==> src/rtl/icu_bank_pkg.sv <==
// Constants, field layouts and carrier types for the interrupt mask/status bank.
// Assumes a single 100 MHz APB clock domain and same-clock peripheral flags.
package icu_bank_pkg;

	// ************************************************************
	// Register indices (byte address is four times the index)
	// ************************************************************
	localparam logic [31:0] IDX_KEY_MASK   = 32'h0b00_0092; // Keyboard mask
	localparam logic [31:0] IDX_GPIO_LO_M  = 32'h0b00_0094; // GPIO 0..15 mask
	localparam logic [31:0] IDX_DBG_MASK   = 32'h0b00_0096; // Debug serial mask
	localparam logic [31:0] IDX_LB_ROUTE   = 32'h0b00_0098; // Low-battery routing
	localparam logic [31:0] IDX_SW_REQ     = 32'h0b00_009a; // Software requests
	localparam logic [31:0] IDX_SYS_ST2    = 32'h0b00_0200; // System status two
	localparam logic [31:0] IDX_GPIO_HI_S  = 32'h0b00_0202; // GPIO 16..31 status
	localparam logic [31:0] IDX_IR_STAT    = 32'h0b00_0204; // Infrared status
	localparam logic [31:0] IDX_SYS_MASK2  = 32'h0b00_0206; // System mask two
	localparam logic [31:0] IDX_GPIO_HI_M  = 32'h0b00_0208; // GPIO 16..31 mask
	localparam logic [31:0] IDX_IR_MASK    = 32'h0b00_020a; // Infrared mask
	localparam logic [31:0] IDX_CTRL       = 32'h0b00_0300; // Gating control
	localparam logic [31:0] IDX_EVT_STAT   = 32'h0b00_0302; // Sticky event status
	localparam logic [31:0] IDX_EVT_MASK   = 32'h0b00_0304; // Event mask

	// ************************************************************
	// Writable bit layouts and reset value
	// ************************************************************
	localparam logic [15:0] RST_VAL    = 16'h0000; // Every register clears to zero
	localparam logic [15:0] KEY_BITS   = 16'h0007; // Bits 2..0
	localparam logic [15:0] GPIO_BITS  = 16'hffff; // All sixteen
	localparam logic [15:0] DBG_BITS   = 16'h0f00; // Bits 11..8
	localparam logic [15:0] ROUTE_BITS = 16'h0001; // Bit 0
	localparam logic [15:0] SW_BITS    = 16'h000f; // Bits 3..0
	localparam logic [15:0] SYS2_BITS  = 16'h003f; // Bits 5..0
	localparam logic [15:0] IR_BITS    = 16'h001f; // Bits 4..0
	localparam logic [15:0] CTRL_BITS  = 16'h0801; // Bit 11 and bit 0
	localparam logic [15:0] EVT_BITS   = 16'h0003; // Bits 1..0
	localparam int          CTRL_SW_EN = 11;       // Software request enable
	localparam int          CTRL_PG1EN = 0;        // Page-one DMA stop enable
	localparam int          EVT_LOWBAT = 0;        // Low-battery edge event
	localparam int          EVT_DMASTP = 1;        // DMA stop edge event

	// ************************************************************
	// Carrier types
	// ************************************************************
	typedef struct packed {
		logic [2:0]  key;     // key_data_lost, key_scan_done, key_input_detect
		logic [15:0] gpio_lo; // gpio_pin_irq 0..15
		logic [15:0] gpio_hi; // gpio_pin_irq 16..31
		logic [3:0]  dbg;     // cts change, rx error, rx done, tx done
		logic [4:0]  ir;      // ir_unit_irq, ir_dma_page_irq 4..1
		logic [3:0]  sys;     // tclock, hsp, led, rtc long two
		logic        lowbat;  // Low-battery detection level
	} periph_flags_t;

	// Byte address of a register index
	function automatic logic [31:0] byte_addr(input logic [31:0] idx);
		byte_addr = {idx[29:0], 2'b00};
	endfunction

endpackage

==> src/rtl/icu_mask_status_bank.sv <==
// Second-level interrupt mask/status bank with APB register access.
// Assumes peripheral flags are levels on pclk; core lines sampled on pclk.
//
// How it works
// - Keyboard mask enables bits two to zero
// - Sixteen enable bits for GPIO pins 0-15
// - Debug serial enables sit at bits 11-8
// - Route bit: one gives line zero, else NMI
// - Four software request bits drive line zero
// - Status two shows six sources, read-only
// - Mask two enables the same six sources
// - GPIO 16-31 flags are read-only status
// - Sixteen enable bits for GPIO pins 16-31
// - Infrared status holds five read-only flags
// - Any page-two flag stops infrared DMA
// - Page-one flag stops DMA only when enabled
// - Infrared mask enables bits four to zero
// - Masks reset to zero, meaning blocked
// - Reserved bits read zero, writes ignored
// - All registers clear to zero on reset
// - Software request also needs enable bit 11
`timescale 1ns/10ps
module icu_mask_status_bank (
	input  wire  logic                        pclk,
	input  wire  logic                        presetn,
	input  wire  logic                        psel,
	input  wire  logic                        penable,
	input  wire  logic                        pwrite,
	input  wire  logic [31:0]                 paddr,
	input  wire  logic [31:0]                 pwdata,
	output logic       [31:0]                 prdata,
	output logic                              pready,
	output logic                              pslverr,
	input  wire  icu_bank_pkg::periph_flags_t periph,
	output logic                              cpu_irq_line_zero,
	output logic                              lowbat_nmi,
	output logic                              ir_dma_stop,
	output logic                              irq
);
	import icu_bank_pkg::*;

	// ************************************************************
	// Storage
	// ************************************************************
	logic [15:0] key_mask;      // Keyboard enables
	logic [15:0] gpio_lo_mask;  // GPIO low enables
	logic [15:0] dbg_mask;      // Debug serial enables
	logic [15:0] lb_route;      // Holds lowbat_route_sel
	logic [15:0] sw_req;        // Holds sw_irq_request
	logic [15:0] sys_mask2;     // System mask two
	logic [15:0] gpio_hi_mask;  // GPIO high enables
	logic [15:0] ir_mask;       // Infrared enables
	logic [15:0] ctrl;          // Gating control
	logic [15:0] evt_stat;      // Sticky events
	logic [15:0] evt_mask;      // Event enables
	periph_flags_t flags;       // Sampled peripheral flags
	logic        lowbat_prev;   // Edge detector history

	// ************************************************************
	// Bus decode
	// ************************************************************
	wire setup_ph = psel & ~penable;           // First cycle of a transfer
	wire access   = psel & penable & pready;   // Completing edge
	wire wr_acc   = access & pwrite;           // Write takes effect
	wire rd_acc   = access & ~pwrite;          // Read completes

	wire hit_key  = (paddr == byte_addr(IDX_KEY_MASK));
	wire hit_glm  = (paddr == byte_addr(IDX_GPIO_LO_M));
	wire hit_dbg  = (paddr == byte_addr(IDX_DBG_MASK));
	wire hit_rte  = (paddr == byte_addr(IDX_LB_ROUTE));
	wire hit_sw   = (paddr == byte_addr(IDX_SW_REQ));
	wire hit_st2  = (paddr == byte_addr(IDX_SYS_ST2));
	wire hit_ghs  = (paddr == byte_addr(IDX_GPIO_HI_S));
	wire hit_irs  = (paddr == byte_addr(IDX_IR_STAT));
	wire hit_m2   = (paddr == byte_addr(IDX_SYS_MASK2));
	wire hit_ghm  = (paddr == byte_addr(IDX_GPIO_HI_M));
	wire hit_irm  = (paddr == byte_addr(IDX_IR_MASK));
	wire hit_ctl  = (paddr == byte_addr(IDX_CTRL));
	wire hit_evs  = (paddr == byte_addr(IDX_EVT_STAT));
	wire hit_evm  = (paddr == byte_addr(IDX_EVT_MASK));
	wire mapped   = hit_key | hit_glm | hit_dbg | hit_rte | hit_sw | hit_st2
		| hit_ghs | hit_irs | hit_m2 | hit_ghm | hit_irm | hit_ctl
		| hit_evs | hit_evm;

	// ************************************************************
	// Status views and summaries
	// ************************************************************
	// Masked summaries per source group
	wire key_sum  = |(flags.key & key_mask[2:0]);
	wire gpio_sum = |(flags.gpio_lo & gpio_lo_mask)
		| |(flags.gpio_hi & gpio_hi_mask);
	wire dbg_sum  = |(flags.dbg & dbg_mask[11:8]);
	wire ir_sum   = |(flags.ir & ir_mask[4:0]);

	// Status registers mirror sources only; no write path exists
	wire [15:0] st2_view  = {10'h000, dbg_sum, ir_sum, flags.sys};
	wire [15:0] ghs_view  = flags.gpio_hi;
	wire [15:0] irs_view  = {11'h000, flags.ir};
	wire        st2_sum   = |(st2_view[5:0] & sys_mask2[5:0]);
	wire        sw_sum    = |sw_req[3:0] & ctrl[CTRL_SW_EN];
	wire        lb_cpu_irq_line_zero   = flags.lowbat & lb_route[0];

	// Page-two flags always stop; page-one only with its enable
	wire stop_pg2 = irs_view[3] | irs_view[2];
	wire stop_pg1 = (irs_view[1] | irs_view[0]) & ctrl[CTRL_PG1EN];

	wire next_line0 = st2_sum | key_sum | gpio_sum | sw_sum | lb_cpu_irq_line_zero;
	wire next_nmi   = flags.lowbat & ~lb_route[0];
	wire next_stop  = stop_pg2 | stop_pg1;

	// Event sources: rising low battery, rising DMA stop
	wire [15:0] evt_set = {14'h0000, next_stop & ~ir_dma_stop,
		flags.lowbat & ~lowbat_prev};
	// Clear only bits the read actually returned, so a new event survives
	wire [15:0] evt_clr = (rd_acc & hit_evs) ? prdata[15:0] : 16'h0000;
	wire [15:0] next_evt = ((evt_stat & ~evt_clr) | evt_set) & EVT_BITS;

	// ************************************************************
	// Read multiplexer, reserved bits read as zero
	// ************************************************************
	wire [15:0] rd_mux =
		  ({16{hit_key}} & key_mask)
		| ({16{hit_glm}} & gpio_lo_mask)
		| ({16{hit_dbg}} & dbg_mask)
		| ({16{hit_rte}} & lb_route)
		| ({16{hit_sw}}  & sw_req)
		| ({16{hit_st2}} & st2_view)
		| ({16{hit_ghs}} & ghs_view)
		| ({16{hit_irs}} & irs_view)
		| ({16{hit_m2}}  & sys_mask2)
		| ({16{hit_ghm}} & gpio_hi_mask)
		| ({16{hit_irm}} & ir_mask)
		| ({16{hit_ctl}} & ctrl)
		| ({16{hit_evs}} & evt_stat)
		| ({16{hit_evm}} & evt_mask);

	// Masked write value for one register
	function automatic logic [15:0] wval(input logic [31:0] d, input logic [15:0] bits);
		wval = d[15:0] & bits;
	endfunction

	// ************************************************************
	// APB answer: one wait-free access after each setup
	// ************************************************************
	// Read data latched in setup so prdata comes from a flop
	always_ff @(posedge pclk or negedge presetn) begin
		if (!presetn) begin
			prdata  <= 32'h0000_0000;
			pready  <= 1'b0;
			pslverr <= 1'b0;
		end else begin
			pready  <= setup_ph;
			pslverr <= setup_ph & ~mapped;
			if (setup_ph) begin
				prdata <= {16'h0000, rd_mux};
			end
		end
	end

	// ************************************************************
	// Mask and control registers
	// ************************************************************
	// Writes land only on the completing access edge
	always_ff @(posedge pclk or negedge presetn) begin
		if (!presetn) begin
			key_mask     <= RST_VAL;
			gpio_lo_mask <= RST_VAL;
			dbg_mask     <= RST_VAL;
			lb_route     <= RST_VAL;
			sw_req       <= RST_VAL;
			sys_mask2    <= RST_VAL;
			gpio_hi_mask <= RST_VAL;
			ir_mask      <= RST_VAL;
			ctrl         <= RST_VAL;
			evt_mask     <= RST_VAL;
		end else if (wr_acc) begin
			if (hit_key) begin
				key_mask <= wval(pwdata, KEY_BITS);
			end
			if (hit_glm) begin
				gpio_lo_mask <= wval(pwdata, GPIO_BITS);
			end
			if (hit_dbg) begin
				dbg_mask <= wval(pwdata, DBG_BITS);
			end
			if (hit_rte) begin
				lb_route <= wval(pwdata, ROUTE_BITS);
			end
			if (hit_sw) begin
				sw_req <= wval(pwdata, SW_BITS);
			end
			if (hit_m2) begin
				sys_mask2 <= wval(pwdata, SYS2_BITS);
			end
			if (hit_ghm) begin
				gpio_hi_mask <= wval(pwdata, GPIO_BITS);
			end
			if (hit_irm) begin
				ir_mask <= wval(pwdata, IR_BITS);
			end
			if (hit_ctl) begin
				ctrl <= wval(pwdata, CTRL_BITS);
			end
			if (hit_evm) begin
				evt_mask <= wval(pwdata, EVT_BITS);
			end
		end
	end

	// ************************************************************
	// Source sampling and sticky events
	// ************************************************************
	// Flags come from same-clock logic; one register stage only
	always_ff @(posedge pclk or negedge presetn) begin
		if (!presetn) begin
			flags       <= '0;
			lowbat_prev <= 1'b0;
			evt_stat    <= RST_VAL;
		end else begin
			flags       <= periph;
			lowbat_prev <= flags.lowbat;
			evt_stat    <= next_evt;  // Set wins over read-clear
		end
	end

	// ************************************************************
	// Core-facing outputs, all from flops
	// ************************************************************
	always_ff @(posedge pclk or negedge presetn) begin
		if (!presetn) begin
			cpu_irq_line_zero <= 1'b0;
			lowbat_nmi        <= 1'b0;
			ir_dma_stop       <= 1'b0;
			irq               <= 1'b0;
		end else begin
			cpu_irq_line_zero <= next_line0;
			lowbat_nmi        <= next_nmi;
			ir_dma_stop       <= next_stop;
			irq               <= |(next_evt & evt_mask);
		end
	end

	// ************************************************************
	// Assertions
	// ************************************************************
	property p_key_write;
		@(posedge pclk) disable iff (!presetn)
		(wr_acc && hit_key) |=> (key_mask == ($past(pwdata[15:0]) & KEY_BITS)
			&& $stable(gpio_lo_mask));
	endproperty
	a_key_write: assert property (p_key_write) else $error("keyboard mask write wrong");

	property p_gpio_lo_write;
		@(posedge pclk) disable iff (!presetn)
		(wr_acc && hit_glm) |=> (gpio_lo_mask == $past(pwdata[15:0]));
	endproperty
	a_gpio_lo_write: assert property (p_gpio_lo_write) else $error("gpio low mask wrong");

	property p_dbg_reserved;
		@(posedge pclk) disable iff (!presetn)
		(dbg_mask[15:12] == 4'h0) && (dbg_mask[7:0] == 8'h00);
	endproperty
	a_dbg_reserved: assert property (p_dbg_reserved) else $error("dbg reserved bit set");

	property p_nmi_route;
		@(posedge pclk) disable iff (!presetn)
		(flags.lowbat && !lb_route[0]) |=> (lowbat_nmi && !$past(lb_cpu_irq_line_zero));
	endproperty
	a_nmi_route: assert property (p_nmi_route) else $error("low battery not NMI");

	property p_sw_line;
		@(posedge pclk) disable iff (!presetn)
		(wr_acc && hit_sw && pwdata[0] && ctrl[CTRL_SW_EN]) ##1 ctrl[CTRL_SW_EN]
			|=> cpu_irq_line_zero;
	endproperty
	a_sw_line: assert property (p_sw_line) else $error("software request lost");

	property p_sw_gate;
		@(posedge pclk) disable iff (!presetn)
		(!ctrl[CTRL_SW_EN] && !st2_sum && !key_sum && !gpio_sum && !lb_cpu_irq_line_zero)
			|=> !cpu_irq_line_zero;
	endproperty
	a_sw_gate: assert property (p_sw_gate) else $error("line zero ungated");

	property p_status_follow;
		@(posedge pclk) disable iff (!presetn)
		##1 (st2_view[3:0] == $past(periph.sys)) && (ghs_view == $past(periph.gpio_hi));
	endproperty
	a_status_follow: assert property (p_status_follow) else $error("status not source");

	property p_pg2_stop;
		@(posedge pclk) disable iff (!presetn)
		(irs_view[3] || irs_view[2]) |=> ir_dma_stop;
	endproperty
	a_pg2_stop: assert property (p_pg2_stop) else $error("page two no stop");

	property p_pg1_gate;
		@(posedge pclk) disable iff (!presetn)
		(!ctrl[CTRL_PG1EN] && !irs_view[3] && !irs_view[2]) |=> !ir_dma_stop;
	endproperty
	a_pg1_gate: assert property (p_pg1_gate) else $error("page one stop unguarded");

	property p_ir_mask_w;
		@(posedge pclk) disable iff (!presetn)
		(wr_acc && hit_irm) |=> (ir_mask[15:5] == 11'h000);
	endproperty
	a_ir_mask_w: assert property (p_ir_mask_w) else $error("ir mask reserved set");

	// Debug, route, software, mask two and GPIO high writes keep only their documented bits
	property p_dbg_write;
		@(posedge pclk) disable iff (!presetn)
		(wr_acc && hit_dbg) |=> (dbg_mask == ($past(pwdata[15:0]) & DBG_BITS));
	endproperty
	a_dbg_write: assert property (p_dbg_write) else $error("dbg mask write wrong");

	property p_route_write;
		@(posedge pclk) disable iff (!presetn)
		(wr_acc && hit_rte) |=> (lb_route == ($past(pwdata[15:0]) & ROUTE_BITS));
	endproperty
	a_route_write: assert property (p_route_write) else $error("route write wrong");

	property p_sw_write;
		@(posedge pclk) disable iff (!presetn)
		(wr_acc && hit_sw) |=> (sw_req == ($past(pwdata[15:0]) & SW_BITS));
	endproperty
	a_sw_write: assert property (p_sw_write) else $error("sw request write wrong");

	property p_mask2_write;
		@(posedge pclk) disable iff (!presetn)
		(wr_acc && hit_m2) |=> (sys_mask2 == ($past(pwdata[15:0]) & SYS2_BITS));
	endproperty
	a_mask2_write: assert property (p_mask2_write) else $error("mask two write wrong");

	property p_ghm_write;
		@(posedge pclk) disable iff (!presetn)
		(wr_acc && hit_ghm) |=> (gpio_hi_mask == $past(pwdata[15:0]));
	endproperty
	a_ghm_write: assert property (p_ghm_write) else $error("gpio high mask wrong");

	// Core lines follow an enabled source one edge later
	property p_lowbat_line;
		@(posedge pclk) disable iff (!presetn)
		(flags.lowbat && lb_route[0]) |=> (cpu_irq_line_zero && !lowbat_nmi);
	endproperty
	a_lowbat_line: assert property (p_lowbat_line) else $error("low battery not on line");

	property p_key_line;
		@(posedge pclk) disable iff (!presetn)
		(flags.key[2] && key_mask[2]) |=> cpu_irq_line_zero;
	endproperty
	a_key_line: assert property (p_key_line) else $error("keyboard source lost");

	property p_pg1_stop;
		@(posedge pclk) disable iff (!presetn)
		((irs_view[1] || irs_view[0]) && ctrl[CTRL_PG1EN]) |=> ir_dma_stop;
	endproperty
	a_pg1_stop: assert property (p_pg1_stop) else $error("page one no stop");

	// Status reads return the levels sampled at the setup edge
	property p_ghs_read;
		@(posedge pclk) disable iff (!presetn)
		(rd_acc && hit_ghs) |-> (prdata[15:0] == $past(flags.gpio_hi));
	endproperty
	a_ghs_read: assert property (p_ghs_read) else $error("gpio status read wrong");

	property p_irs_read;
		@(posedge pclk) disable iff (!presetn)
		(rd_acc && hit_irs) |-> (prdata[15:0] == {11'h000, $past(flags.ir)});
	endproperty
	a_irs_read: assert property (p_irs_read) else $error("ir status read wrong");

endmodule

==> config.mk <==
export PLATFORM = sky130hd
export DESIGN_NAME = icu_mask_status_bank
export DESIGN_NICKNAME = d
export VERILOG_FILES = /design/src/rtl/icu_bank_pkg.sv /design/src/rtl/icu_mask_status_bank.sv
export SDC_FILE = /design/constraint.sdc
export NUM_CORES = 1
export LEC_CHECK = 0
export ABC_AREA = 1
export BUFFER_PORTS_ARGS = -buffer_cell sky130_fd_sc_hd__buf_2
export CAP_MARGIN = 25
export CORE_AREA = 2 2 124 126
export DETAILED_ROUTE_END_ITERATION = 12
export DIE_AREA = 0 0 126 128
export PLACE_DENSITY = 0.73
export SYNTH_ARGS = -nofsm -noshare
export SYNTH_HDL_FRONTEND = slang
export SYNTH_SLANG_ARGS = --single-unit
==> constraint.sdc <==
create_clock -name pclk -period 1.8 [get_ports pclk]
set_clock_uncertainty 0.05 [all_clocks]
set_input_delay 0.27 -clock pclk [delete_from_list [all_inputs] [get_ports pclk]]
set_output_delay 0.27 -clock pclk [all_outputs]
set_load 0.05 [all_outputs]
=== Word level (Yosys, flattened, before mapping) ===
Index checks and enable logic that the tools add are counted.

* Register bits after elaboration: 133
* Input port bits: 118
* Output and inout bits: 38
* Logic and storage cells: 136

* Equal/unequal tests: 14
* Multiplexer cells: 1
* Bitwise operators: 77
* Reductions and logical operators: 18

{| class="wikitable"
|+ Operator list
! cell !! number
|-
| $eq A32 B30 Y1 const B || 14
|-
| $or A16 B16 Y16 || 13
|-
| $and A16 B16 Y16 || 5
|-
| $reduce_or A16 Y1 || 3
|-
| $and A16 B12 Y16 || 2
|-
| $and A16 B2 Y16 || 2
|-
| $and A16 B5 Y16 || 2
|-
| $and A16 B6 Y16 || 2
|-
| $or A1 B1 Y1 || 21
|-
| $reduce_and A2 Y1 || 10
|-
| $and A16 B1 Y16 || 1
|-
| $and A16 B3 Y16 || 1
|-
| $and A16 B4 Y16 || 1
|-
| $and A1 B1 Y1 || 13
|-
| $reduce_or A4 Y1 || 2
|-
| $and A6 B6 Y6 || 1
|-
| $not A1 Y1 || 6
|-
| $reduce_or A6 Y1 || 1
|-
| $and A5 B5 Y5 || 1
|-
| $reduce_or A5 Y1 || 1
|-
| $and A2 B2 Y2 || 2
|-
| $and A4 B4 Y4 || 1
|-
| $and A3 B3 Y3 || 1
|-
| $reduce_or A3 Y1 || 1
|-
| 3 further kinds || 3
|}

=== Longest topological paths before layout ===
Gate-level depths: netlist of the first run.

* Depth in word-level cells: 16
* Gate-level depth with buffers: 13
* Depth with buffers taken out: 11

=== Worst setup path before layout of the first run ===
OpenSTA, ideal clock, no wires.

* Kind: reg-to-reg
* Start: reg pready
* End: reg gpio_lo_mask[10]
* Library setup time: 118 ps
* Arrival time: 1414 ps
* Data required time: 1632 ps
* Path slack: 218 ps
* Cell stages (with the launch flop): 7
* Buffers on the path: 1
* Period minus slack after synthesis: 1582 ps
* Cell sequence: dfrtp_1 -> nand4_1 -> inv_2 -> nand2_2 -> buf_4 -> nand2_1 -> o21ai_2

* Word-level cells in the longest chain between the ends: 3

{| class="wikitable"
|+ Ends and longest elaborated chain
! item !! line !! source
|-
| from (decl) || icu_mask_status_bank.sv:32 || <nowiki>output logic pready,</nowiki>
|-
| from (signal assigned) || icu_mask_status_bank.sv:152 || <nowiki>pready <= setup_ph;</nowiki>
|-
| $and A1 B1 Y1 || icu_mask_status_bank.sv:63 || <nowiki>wire access = psel & penable & pready;</nowiki>
|-
| $and A1 B1 Y1 || icu_mask_status_bank.sv:64 || <nowiki>wire wr_acc = access & pwrite;</nowiki>
|-
| $reduce_and A2 Y1 (no line) || - ||
|-
| to (signal assigned) || icu_mask_status_bank.sv:181 || <nowiki>gpio_lo_mask <= wval(pwdata, GPIO_BITS);</nowiki>
|-
| to (decl) || icu_mask_status_bank.sv:46 || <nowiki>logic [15:0] gpio_lo_mask;</nowiki>
|}

Every way passes these cells.
A chain may end at the register's enable or synchronous reset.

=== Worst setup path after layout of the first run ===
* Start: reg pready
* End: reg gpio_lo_mask[0]

Same word-level chain as after synthesis.

==> results.ini, run 1 <==
[placement]
place_ws_ns = -0.0404
hpwl_mm = 11.7
place_area_sq_um = 6960
port_buffers = 123
gp_congestion = 0.873

[global_routing]
use_met3_pct = 3.96
grt_use_total_pct = 21.6
grt_max_degree = 95
busiest_layer = met2
met1_usage_pct = 28.2
first_global_vias = 5330
grt_pass1_wl_mm = 26.9
antenna_found_initial = 0
overflow = 0
use_met2_pct = 35.8

[synthesis]
ys_seq_area_share_pct = 54.9
netlist_area_sq_um = 6070
synth_cell_types = 34
ys_warn_count = 0
avgSynthCellArea_sq_um = 8.53
synth-seq-cells = 133
syn_inst = 711

[worst_setup_path]
worst-setup-path-type = flip-flop to flip-flop
cp-startpoint = pready$_DFF_PN0_
cp.arrival_ns = 1.67
cp.required_ns = 2.04
cp-end-kind = flip-flop
critPathMaxFanout = 32
start_kind = flip-flop
r2r_start = pready$_DFF_PN0_

[cts]
worstSkewPairLatency_ns = 0.42
cts_tree = yes
cts_hold_buf = 50
htree_levels = 4
numCtsBuffers = 17
numClockSinks = 133
cts_max_path_buffers = 2
ctsRootBufferMaster = clkbuf_16
cts_setup_buffers = 0
ctsResizeCount = 0
clk_pin_slew_ns = 0.06

[drt]
wirelength_mm = 16.6
dr.pass1.iters = 6
final_antenna_net_count = 0
vias_per_cell = 4.84
drc_errors = 0
vias = 5371
drt_iter0_drc = 326
route.detailed.wl_per_inst_microns = 15.0

[pwr]
swShare_pct = 25.1
p_switching_uw = 1850
p_leak_uw = 0.00409
ir_drop_mv = 0.655
pwr-share-seq_pct = 42.7
comb_power_share_pct = 9.1
p_per_area_nw_per_um2 = 913
intPower_uw = 5510
pwr-share-clk_pct = 48.2
totalPowerFinal_uw = 7370

[floorplan]
die-area_sq_um = 16100
pin_count = 156
start_util_pct = 40.8
core_area_sq_um = 14900
rows = 45
die_x_microns = 126
die_height_microns = 128

[timing]
maxSlewViolCount = 0
min_period_ns = 1.42
finalSetupViolCount = 0
tns_ns = 0
layout_setup_ws_ns = 0.375
finalHoldViolCount = 0
rsz0062_at_grt = no
relSlewSlack_pct = 53.9
tightestPinTransition_ns = 0.691
holdWs_ns = 0.0581
finalCritPeriodShare_pct = 79.2
max_freq_mhz = 702

[worst_hold_path]
hold_start = pwdata[14]
hold_path_class = primary input to flip-flop

[cells_and_area]
diodes = 0
multiInputGateArea_sq_um = 2290
synthToLayoutAreaGrowth_pct = 33.0
layout.nets = 1026
final_area_sq_um = 8070
fillCellCount = 1388
final_cell_mix = nand2_1, dfrtp_1, buf_2
mostFrequentLayoutCell = nand2_1
regArea_sq_um = 3330
drive_above_1_share_pct = 25.2

[outcome]
outcome = finished, final reports clean

[job]
cap_violations = 0

## power groups by stage
| stage | Sequential [uW] | Clock, uW | Combinational [uW] |
|---|---|---|---|
| finish | 3150 | 3550 | 672 |
| global route | 3150 | 3720 | 731 |
| CTS | 3150 | 3580 | 674 |
| detailed placement | 3200 | 0 | 592 |
| global placement | 3200 | 0 | 586 |
| floorplan | 3310 | 0 | 219 |
## sequential cells by signal, summed over array words and instances (netlist names), 3 cells and up
signal        flops
sys_mask2         6
ir_mask           5
sw_req            4
flags            33
key_mask          3
gpio_lo_mask     16
gpio_hi_mask     16
prdata           16
dbg_mask          4
ghs_view         16
## Yosys cell counts, drive strengths merged
library cell / n / share of area (%)
a21oi: 17 / 1.4
a221oi: 4 / 0.58
a22o: 3 / 0.43
a31oi: 6 / 0.62
and2: 4 / 0.47
buf: 31 / 4.0
clkbuf: 2 / 0.12
clkinv: 1 / 0.082
conb: 1 / 0.062
dfrtp: 133 / 55
inv: 67 / 4.2
nand2: 241 / 16
nand3: 41 / 3.4
nand4: 11 / 1.1
nor2: 76 / 6.0
nor3: 6 / 0.68
nor4: 1 / 0.10
o21ai: 63 / 6.0
or2: 3 / 0.31
## metrics by stage
step | instances | utilization [%]
2_1_floorplan | 726 | -
3_3_place_gp | 1027 | 46.8
3_5_place_dp | 1027 | 46.8
4_1_cts | 1109 | 54.3
5_1_grt | 1109 | 54.3
6_report | 1109 | 54.3
## worst max-delay path, stage by stage, from the launching register on
cell and delay, ns:
dfrtp_1 0.36, nand4_1 0.18, inv_2 0.26, nand2_2 0.10
buf_12 0.17, nand2_1 0.08, o21ai_1 0.06
## area by class of cell
type	count	share of cell area [%]
Sequential cell	133	41.3
Tap cell	188	2.92
Timing Repair Buffer	196	16.8
Inverter	68	3.21
Multi-Input combinational cell	492	28.3
Clock buffer	19	5.37
Clock inverter	13	2.13
## cell families (layout without fill, tap and decap cells)
logic type / count (synthesis) / count (layout) / synth area share (%)
and+or+nand+nor: 383 / 383 / 27.7
buffers and inverters: 101 / 296 / 8.39
DFF: 133 / 133 / 54.9
other: 1 / 16 / 0.0618
AOI/OAI and AO/OA: 93 / 93 / 9.03
## metal layers
metal	routed length (microns)	vias up	part of all wire [%]
li1	-	2624	-
met1	7130	2485	43
met2	8010	231	48
met3	1150	31	6.9
met4	352	0	2.1
met5	0	-	0
## path summary, 6_finish.rpt
path | to | slack, ns | depth (start not counted)
worst max-delay path | gpio_lo_mask[0]$_DFFE_PN0P_ | 0.38 | 6
worst min-delay path | gpio_lo_mask[14]$_DFFE_PN0P_ | 0.06 | 3
worst max register to register | gpio_lo_mask[0]$_DFFE_PN0P_ | 0.38 | 6
worst min register to register | lowbat_prev$_DFF_PN0_ | 0.38 | 0
max in group asynchronous | ir_mask[0]$_DFFE_PN0P_ | 0.91 | 3
min in group asynchronous | prdata[6]$_DFFE_PN0P_ | 0.38 | 3
(Power assumes the default switching activity.)
==> inputs of run 2 (changes only) <==
PLACE_DENSITY = 0.75   (was 0.73)
clock period = 1.3 ns   (was 1.8 ns; I/O delays follow)
==> run 2 against run 1 <==
  * The flow now finishes with violations (setup timing)
  * Register-to-register slack worse by 0.54 ns
  * Worst setup slack got worse by 0.54 ns
  * Non-clock buffer count grew 81
  * Sequential power grew 39%
  * Final cell count rose by 7.9%
  * Die area unchanged
  * Combinational power up 65%
  * Critical path depth unchanged
  * Utilization is 9.6 points higher
  * Critical path type unchanged
  * Critical endpoint is now cpu_irq_line_zero$_DFF_PN0_
==> results.ini, run 2 (synthesized netlist as in run 1, its figures left out) <==
[floorplan]
die_height_microns = 128
pin_count = 156
start_util_pct = 40.8
rows = 45
die_x_microns = 126
die-area_sq_um = 16100
core_area_sq_um = 14900

[timing]
maxSlewViolCount = 0
min_period_ns = 1.47
layout_setup_ws_ns = -0.167
max_freq_mhz = 682
finalHoldViolCount = 0
rsz0062_at_grt = yes
finalSetupViolCount = 34
finalCritPeriodShare_pct = 113

[worst_setup_path]
cp-end-kind = flip-flop
cp.required_ns = 1.51
worstReg2RegEnd = cpu_irq_line_zero$_DFF_PN0_
r2r_cells = 6
cp.arrival_ns = 1.67
r2r_start = flags[1]$_DFF_PN0_
critPathMaxFanout = 2
worst-setup-path-type = flip-flop to flip-flop
reg2reg_slack_ns = -0.17
start_kind = flip-flop

[pwr]
p_leak_uw = 0.00474
p_per_area_nw_per_um2 = 1130
ir_drop_mv = 1.10

[global_routing]
antenna_found_initial = 0
grt_use_total_pct = 23.9
first_global_vias = 5907
grt_max_degree = 53
grt_pass1_wl_mm = 29.8
overflow = 0

[cts]
ctsRootBufferMaster = clkbuf_16
worstSkewPairLatency_ns = 0.42
numClockSinks = 133
cts_tree = yes
cts_max_path_buffers = 2
htree_levels = 4
numCtsBuffers = 17
clk_pin_slew_ns = 0.06

[drt]
dr.pass1.iters = 5
route.detailed.wl_per_inst_microns = 17.7
vias_per_cell = 5.16
vias = 6173
drc_errors = 0
final_antenna_net_count = 0
wirelength_mm = 21.2
drt_iter0_drc = 643

[worst_hold_path]
hold_start = pwdata[13]
holdPathStages = 3
hold_path_end = gpio_hi_mask[13]$_DFFE_PN0P_
hold_path_class = primary input to flip-flop

[cells_and_area]
fillCellCount = 1143
postLayoutCoreUtil_pct = 63.9
diodes = 0
largest-register = flags
layout.nets = 1115
final_area_sq_um = 9500
drive_above_1_share_pct = 41.5
stdcell_count = 1197
mostFrequentLayoutCell = nand2_1
synthToLayoutAreaGrowth_pct = 56.6
largest_register_ffs = 33
final_cell_mix = nand2_1, dfrtp_1, buf_4

[placement]
dp_cells = 1085
place_ws_ns = -0.435
port_buffers = 123
place_area_sq_um = 7490
gp_congestion = 0.955
hpwl_mm = 12.8

[outcome]
failed_checks = setup timing
outcome = finished, violations left

[job]
cap_violations = 0

run 2: cell types whose count changed in the layout (fill, tap and decap cells not counted), moves of 15 or more:
| cell | change |
|---|---|
| inv_1 | -15 |
| buf_2 | -27 |
| nand2_2 | +32 |
| buf_4 | +78 |
| nand2_1 | -50 |
| o21ai_1 | -17 |
| o21ai_2 | +19 |
run 2: worst max-delay path: stages (launching register included):
cell      delay, ns
dfrtp_1        0.43
nand2_1        0.10
nand2_2        0.07
a221oi_2       0.18
nand2_1        0.12
nor2_1         0.16
nand4_1        0.18
run 2: stage by stage:
stage,hold WS [ns],total power [uW],TNS (ns)
2_1_floorplan,-0.151,4910,-3.64
3_3_place_gp,0.0721,5300,-24.66
3_5_place_dp,0.0699,5300,-28.45
4_1_cts,0.00202,10600,-1.71
5_1_grt,0.0136,11100,-5.71
6_report,0.0242,10700,-1.48
run 2: worst max-delay path by stage:
stage / from / end / slack [ns]
after floorplan: pready$_DFF_PN0_ / sys_mask2[1]$_DFFE_PN0P_ / -0.11
after global placement: paddr[15] / ir_mask[0]$_DFFE_PN0P_ / -0.43
after detailed placement: paddr[20] / sw_req[0]$_DFFE_PN0P_ / -0.43
after CTS: pready$_DFF_PN0_ / gpio_hi_mask[5]$_DFFE_PN0P_ / -0.09
after global routing: flags[1]$_DFF_PN0_ / cpu_irq_line_zero$_DFF_PN0_ / -0.23
final: flags[1]$_DFF_PN0_ / cpu_irq_line_zero$_DFF_PN0_ / -0.17
run 2: what timing repair did:
item                                   4_1_cts  5_1_grt
cloned                                       0        8
endpoints found under the hold margin      190        0
setup endpoints to repair                   61       82
pin swaps                                    3       34
hold buffers                                56        0
gates resized for setup                     18      138
buffers inserted                             0       17
run 2: area by class of cell:
type / count / area, sq um / share of cell area (%)
Timing Repair Buffer: 277 / 2120 / 22.4
Multi-Input combinational cell: 500 / 2850 / 30.0
Inverter: 68 / 322 / 3.39
Clock buffer: 19 / 433 / 4.56
Clock inverter: 12 / 203 / 2.13
Tap cell: 188 / 235 / 2.48
Sequential cell: 133 / 3330 / 35.1
run 2: routing by layer:
layer / part of all wire (%) / track usage [%] / vias up
li1: - / - / 2820
met1: 38 / 30.4 / 2909
met2: 49 / 40.6 / 372
met3: 9.0 / 6.26 / 72
met4: 3.5 / 6.46 / 0
met5: 0 / 0 / -
run 2: where the power goes:
part           leakage [uW]  internal [uW]  switching (uW)  total (uW)
combinational       0.00273            435             676        1110
sequential          0.00170           4270            95.4        4370
clock              0.000308           3400            1840        5240
total               0.00474           8110            2610       10700
==> inputs of run 3 (changes only) <==
SETUP_SLACK_MARGIN = 0.1   (was unset)
==> run 3 against run 2 <==
  * The run still ends with setup timing left
  * Combinational power is 12% higher
  * Routed wire length up 7.3%
  * Count of clock-buffer cells in the layout grew 1
  * First-iteration DRC count grew 6.1%
  * Design area rose by 9.0%
  * Sequential power is essentially flat
  * Clock power down 4.4%
  * Global-route usage is 2.3 points higher
  * Register-to-register slack worse by 0.04 ns
  * Hold slack worse by 0.0071 ns
  * Critical path type unchanged
  * Largest cell class unchanged
==> results.ini, run 3 (synthesized netlist as in run 1, its figures left out) <==
[timing]
max_freq_mhz = 662
layout_setup_ws_ns = -0.211
rsz0062_at_grt = yes
finalHoldViolCount = 0
finalSetupViolCount = 63
maxSlewViolCount = 0
relSlewSlack_pct = 66.4
min_period_ns = 1.51
finalCritPeriodShare_pct = 116
tightestPinTransition_ns = 0.504

[floorplan]
pin_count = 156
rows = 45
start_util_pct = 40.8
core_area_sq_um = 14900
die-area_sq_um = 16100
die_x_microns = 126
die_height_microns = 128

[cells_and_area]
fillCellCount = 966
stdcell_count = 1219
diodes = 0
final_cell_mix = nand2_1, dfrtp_1, buf_2
largest_register_ffs = 33
synthToLayoutAreaGrowth_pct = 70.6
mostFrequentLayoutCell = nand2_1
drive_above_1_share_pct = 50.6
postLayoutCoreUtil_pct = 69.6
layout.nets = 1137
largest-register = flags

[pwr]
swShare_pct = 25.6
ir_drop_mv = 1.01
p_leak_uw = 0.00499
comb_power_share_pct = 11.7
totalPowerFinal_uw = 10600
intPower_uw = 7900
p_switching_uw = 2720
p_per_area_nw_per_um2 = 1030
pwr-share-seq_pct = 41.1
pwr-share-clk_pct = 47.2

[cts]
worstSkewPairLatency_ns = 0.44
cts_tree = yes
cts_max_path_buffers = 2
numClockSinks = 133
ctsRootBufferMaster = clkbuf_16
numCtsBuffers = 17
clk_pin_slew_ns = 0.06
htree_levels = 4

[job]
cap_violations = 0

[worst_setup_path]
max_stage_delay_ns = 0.39
reg2reg_slack_ns = -0.21
worst-setup-path-type = flip-flop to flip-flop
crit_chain = nand2_1, nand4_1, nor3_2, nand2_1, a21oi_2, nand4_1
start_kind = flip-flop
cp.required_ns = 1.52
cp-end-kind = flip-flop
cp.arrival_ns = 1.73
crit_buf_inv = 0
slowest_stage = dfrtp_1
critPathTopFamily = simple AND/OR/NAND/NOR gates
critPathMaxFanout = 2

[drt]
vias = 6449
dr.pass1.iters = 5
drt_iter0_drc = 682
wirelength_mm = 22.8
drc_errors = 0
final_antenna_net_count = 0
vias_per_cell = 5.29
route.detailed.wl_per_inst_microns = 18.7

[placement]
dp_cells = 1081
hpwl_mm = 12.7
place_ws_ns = -0.422
port_buffers = 123
gp_congestion = 0.929

[global_routing]
grt_use_total_pct = 26.2
antenna_found_initial = 0
overflow = 0
first_global_vias = 6159
grt_pass1_wl_mm = 32.1
grt_max_degree = 35

[worst_hold_path]
hold_path_class = primary input to flip-flop

[outcome]
failed_checks = setup timing
outcome = finished, violations left

run 3: cell types whose count changed in the layout (fill, tap and decap cells not counted), sizes merged:
cell and delta:
clkbuf -4, bufinv -3, nand2 -2, inv +1
clkinv -1, and2 +1, clkinvlp +2, buf +28
run 3: cell type report:
class,instances,area (sq um),area share (%)
Clock buffer,20,457,4.41
Clock inverter,11,149,1.44
Inverter,68,338,3.26
Multi-Input combinational cell,499,3230,31.2
Sequential cell,133,3330,32.2
Tap cell,188,235,2.27
Timing Repair Buffer,300,2620,25.3
run 3: final timing paths:
kind	depth (start not counted)	endpoint	startpoint
worst max-delay path	6	cpu_irq_line_zero$_DFF_PN0_	ghs_view[14]$_DFF_PN0_
worst min-delay path	3	gpio_lo_mask[10]$_DFFE_PN0P_	pwdata[10]
worst max register to register	6	cpu_irq_line_zero$_DFF_PN0_	ghs_view[14]$_DFF_PN0_
worst min register to register	1	evt_stat[0]$_DFF_PN0_	lowbat_prev$_DFF_PN0_
max in group asynchronous	3	pready$_DFF_PN0_	presetn
min in group asynchronous	2	ghs_view[13]$_DFF_PN0_	presetn
run 3: timing repair:
item | 4_1_cts | 5_1_grt
hold buffers | 56 | 0
buffers inserted | 22 | 21
pin swaps | 52 | 79
hold endpoints to repair | 191 | 0
gates cloned | 8 | 2
resized for setup | 141 | 135
setup endpoints to repair | 89 | 102
run 3: worst min-delay path, cell delays in order:
cell	delay (ns)
buf_2	0.07
inv_1	0.07
o21ai_2	0.13
run 3: power groups by stage:
stage                     sequential, uW  combinational, uW  clock [uW]
after global placement              4420                897           0
final                               4370               1240        5010
after detailed placement            4420                908           0
after floorplan                     4590                331           0
after global routing                4380               1320        5250
after CTS                           4360               1170        5000
run 3: layer usage:
| metal | up-vias | part of all wire, % | GRT usage [%] |
|---|---|---|---|
| met2 | 423 | 48 | 42.8 |
| met5 | - | 0 | 0 |
| met4 | 0 | 5.2 | 12.0 |
| li1 | 2868 | - | - |
| met3 | 114 | 9.0 | 5.84 |
| met1 | 3044 | 38 | 33.4 |
run 3: per-stage QoR:
stage	TNS, ns	area, sq um	hold slack, ns
3_3_place_gp	-23.65	7620	0.0523
3_5_place_dp	-25.61	7620	0.0495
5_1_grt	-7.43	10400	0.0281
2_1_floorplan	-3.86	6360	-0.151
6_report	-3.30	10400	0.0172
4_1_cts	-1.81	9630	0.00266
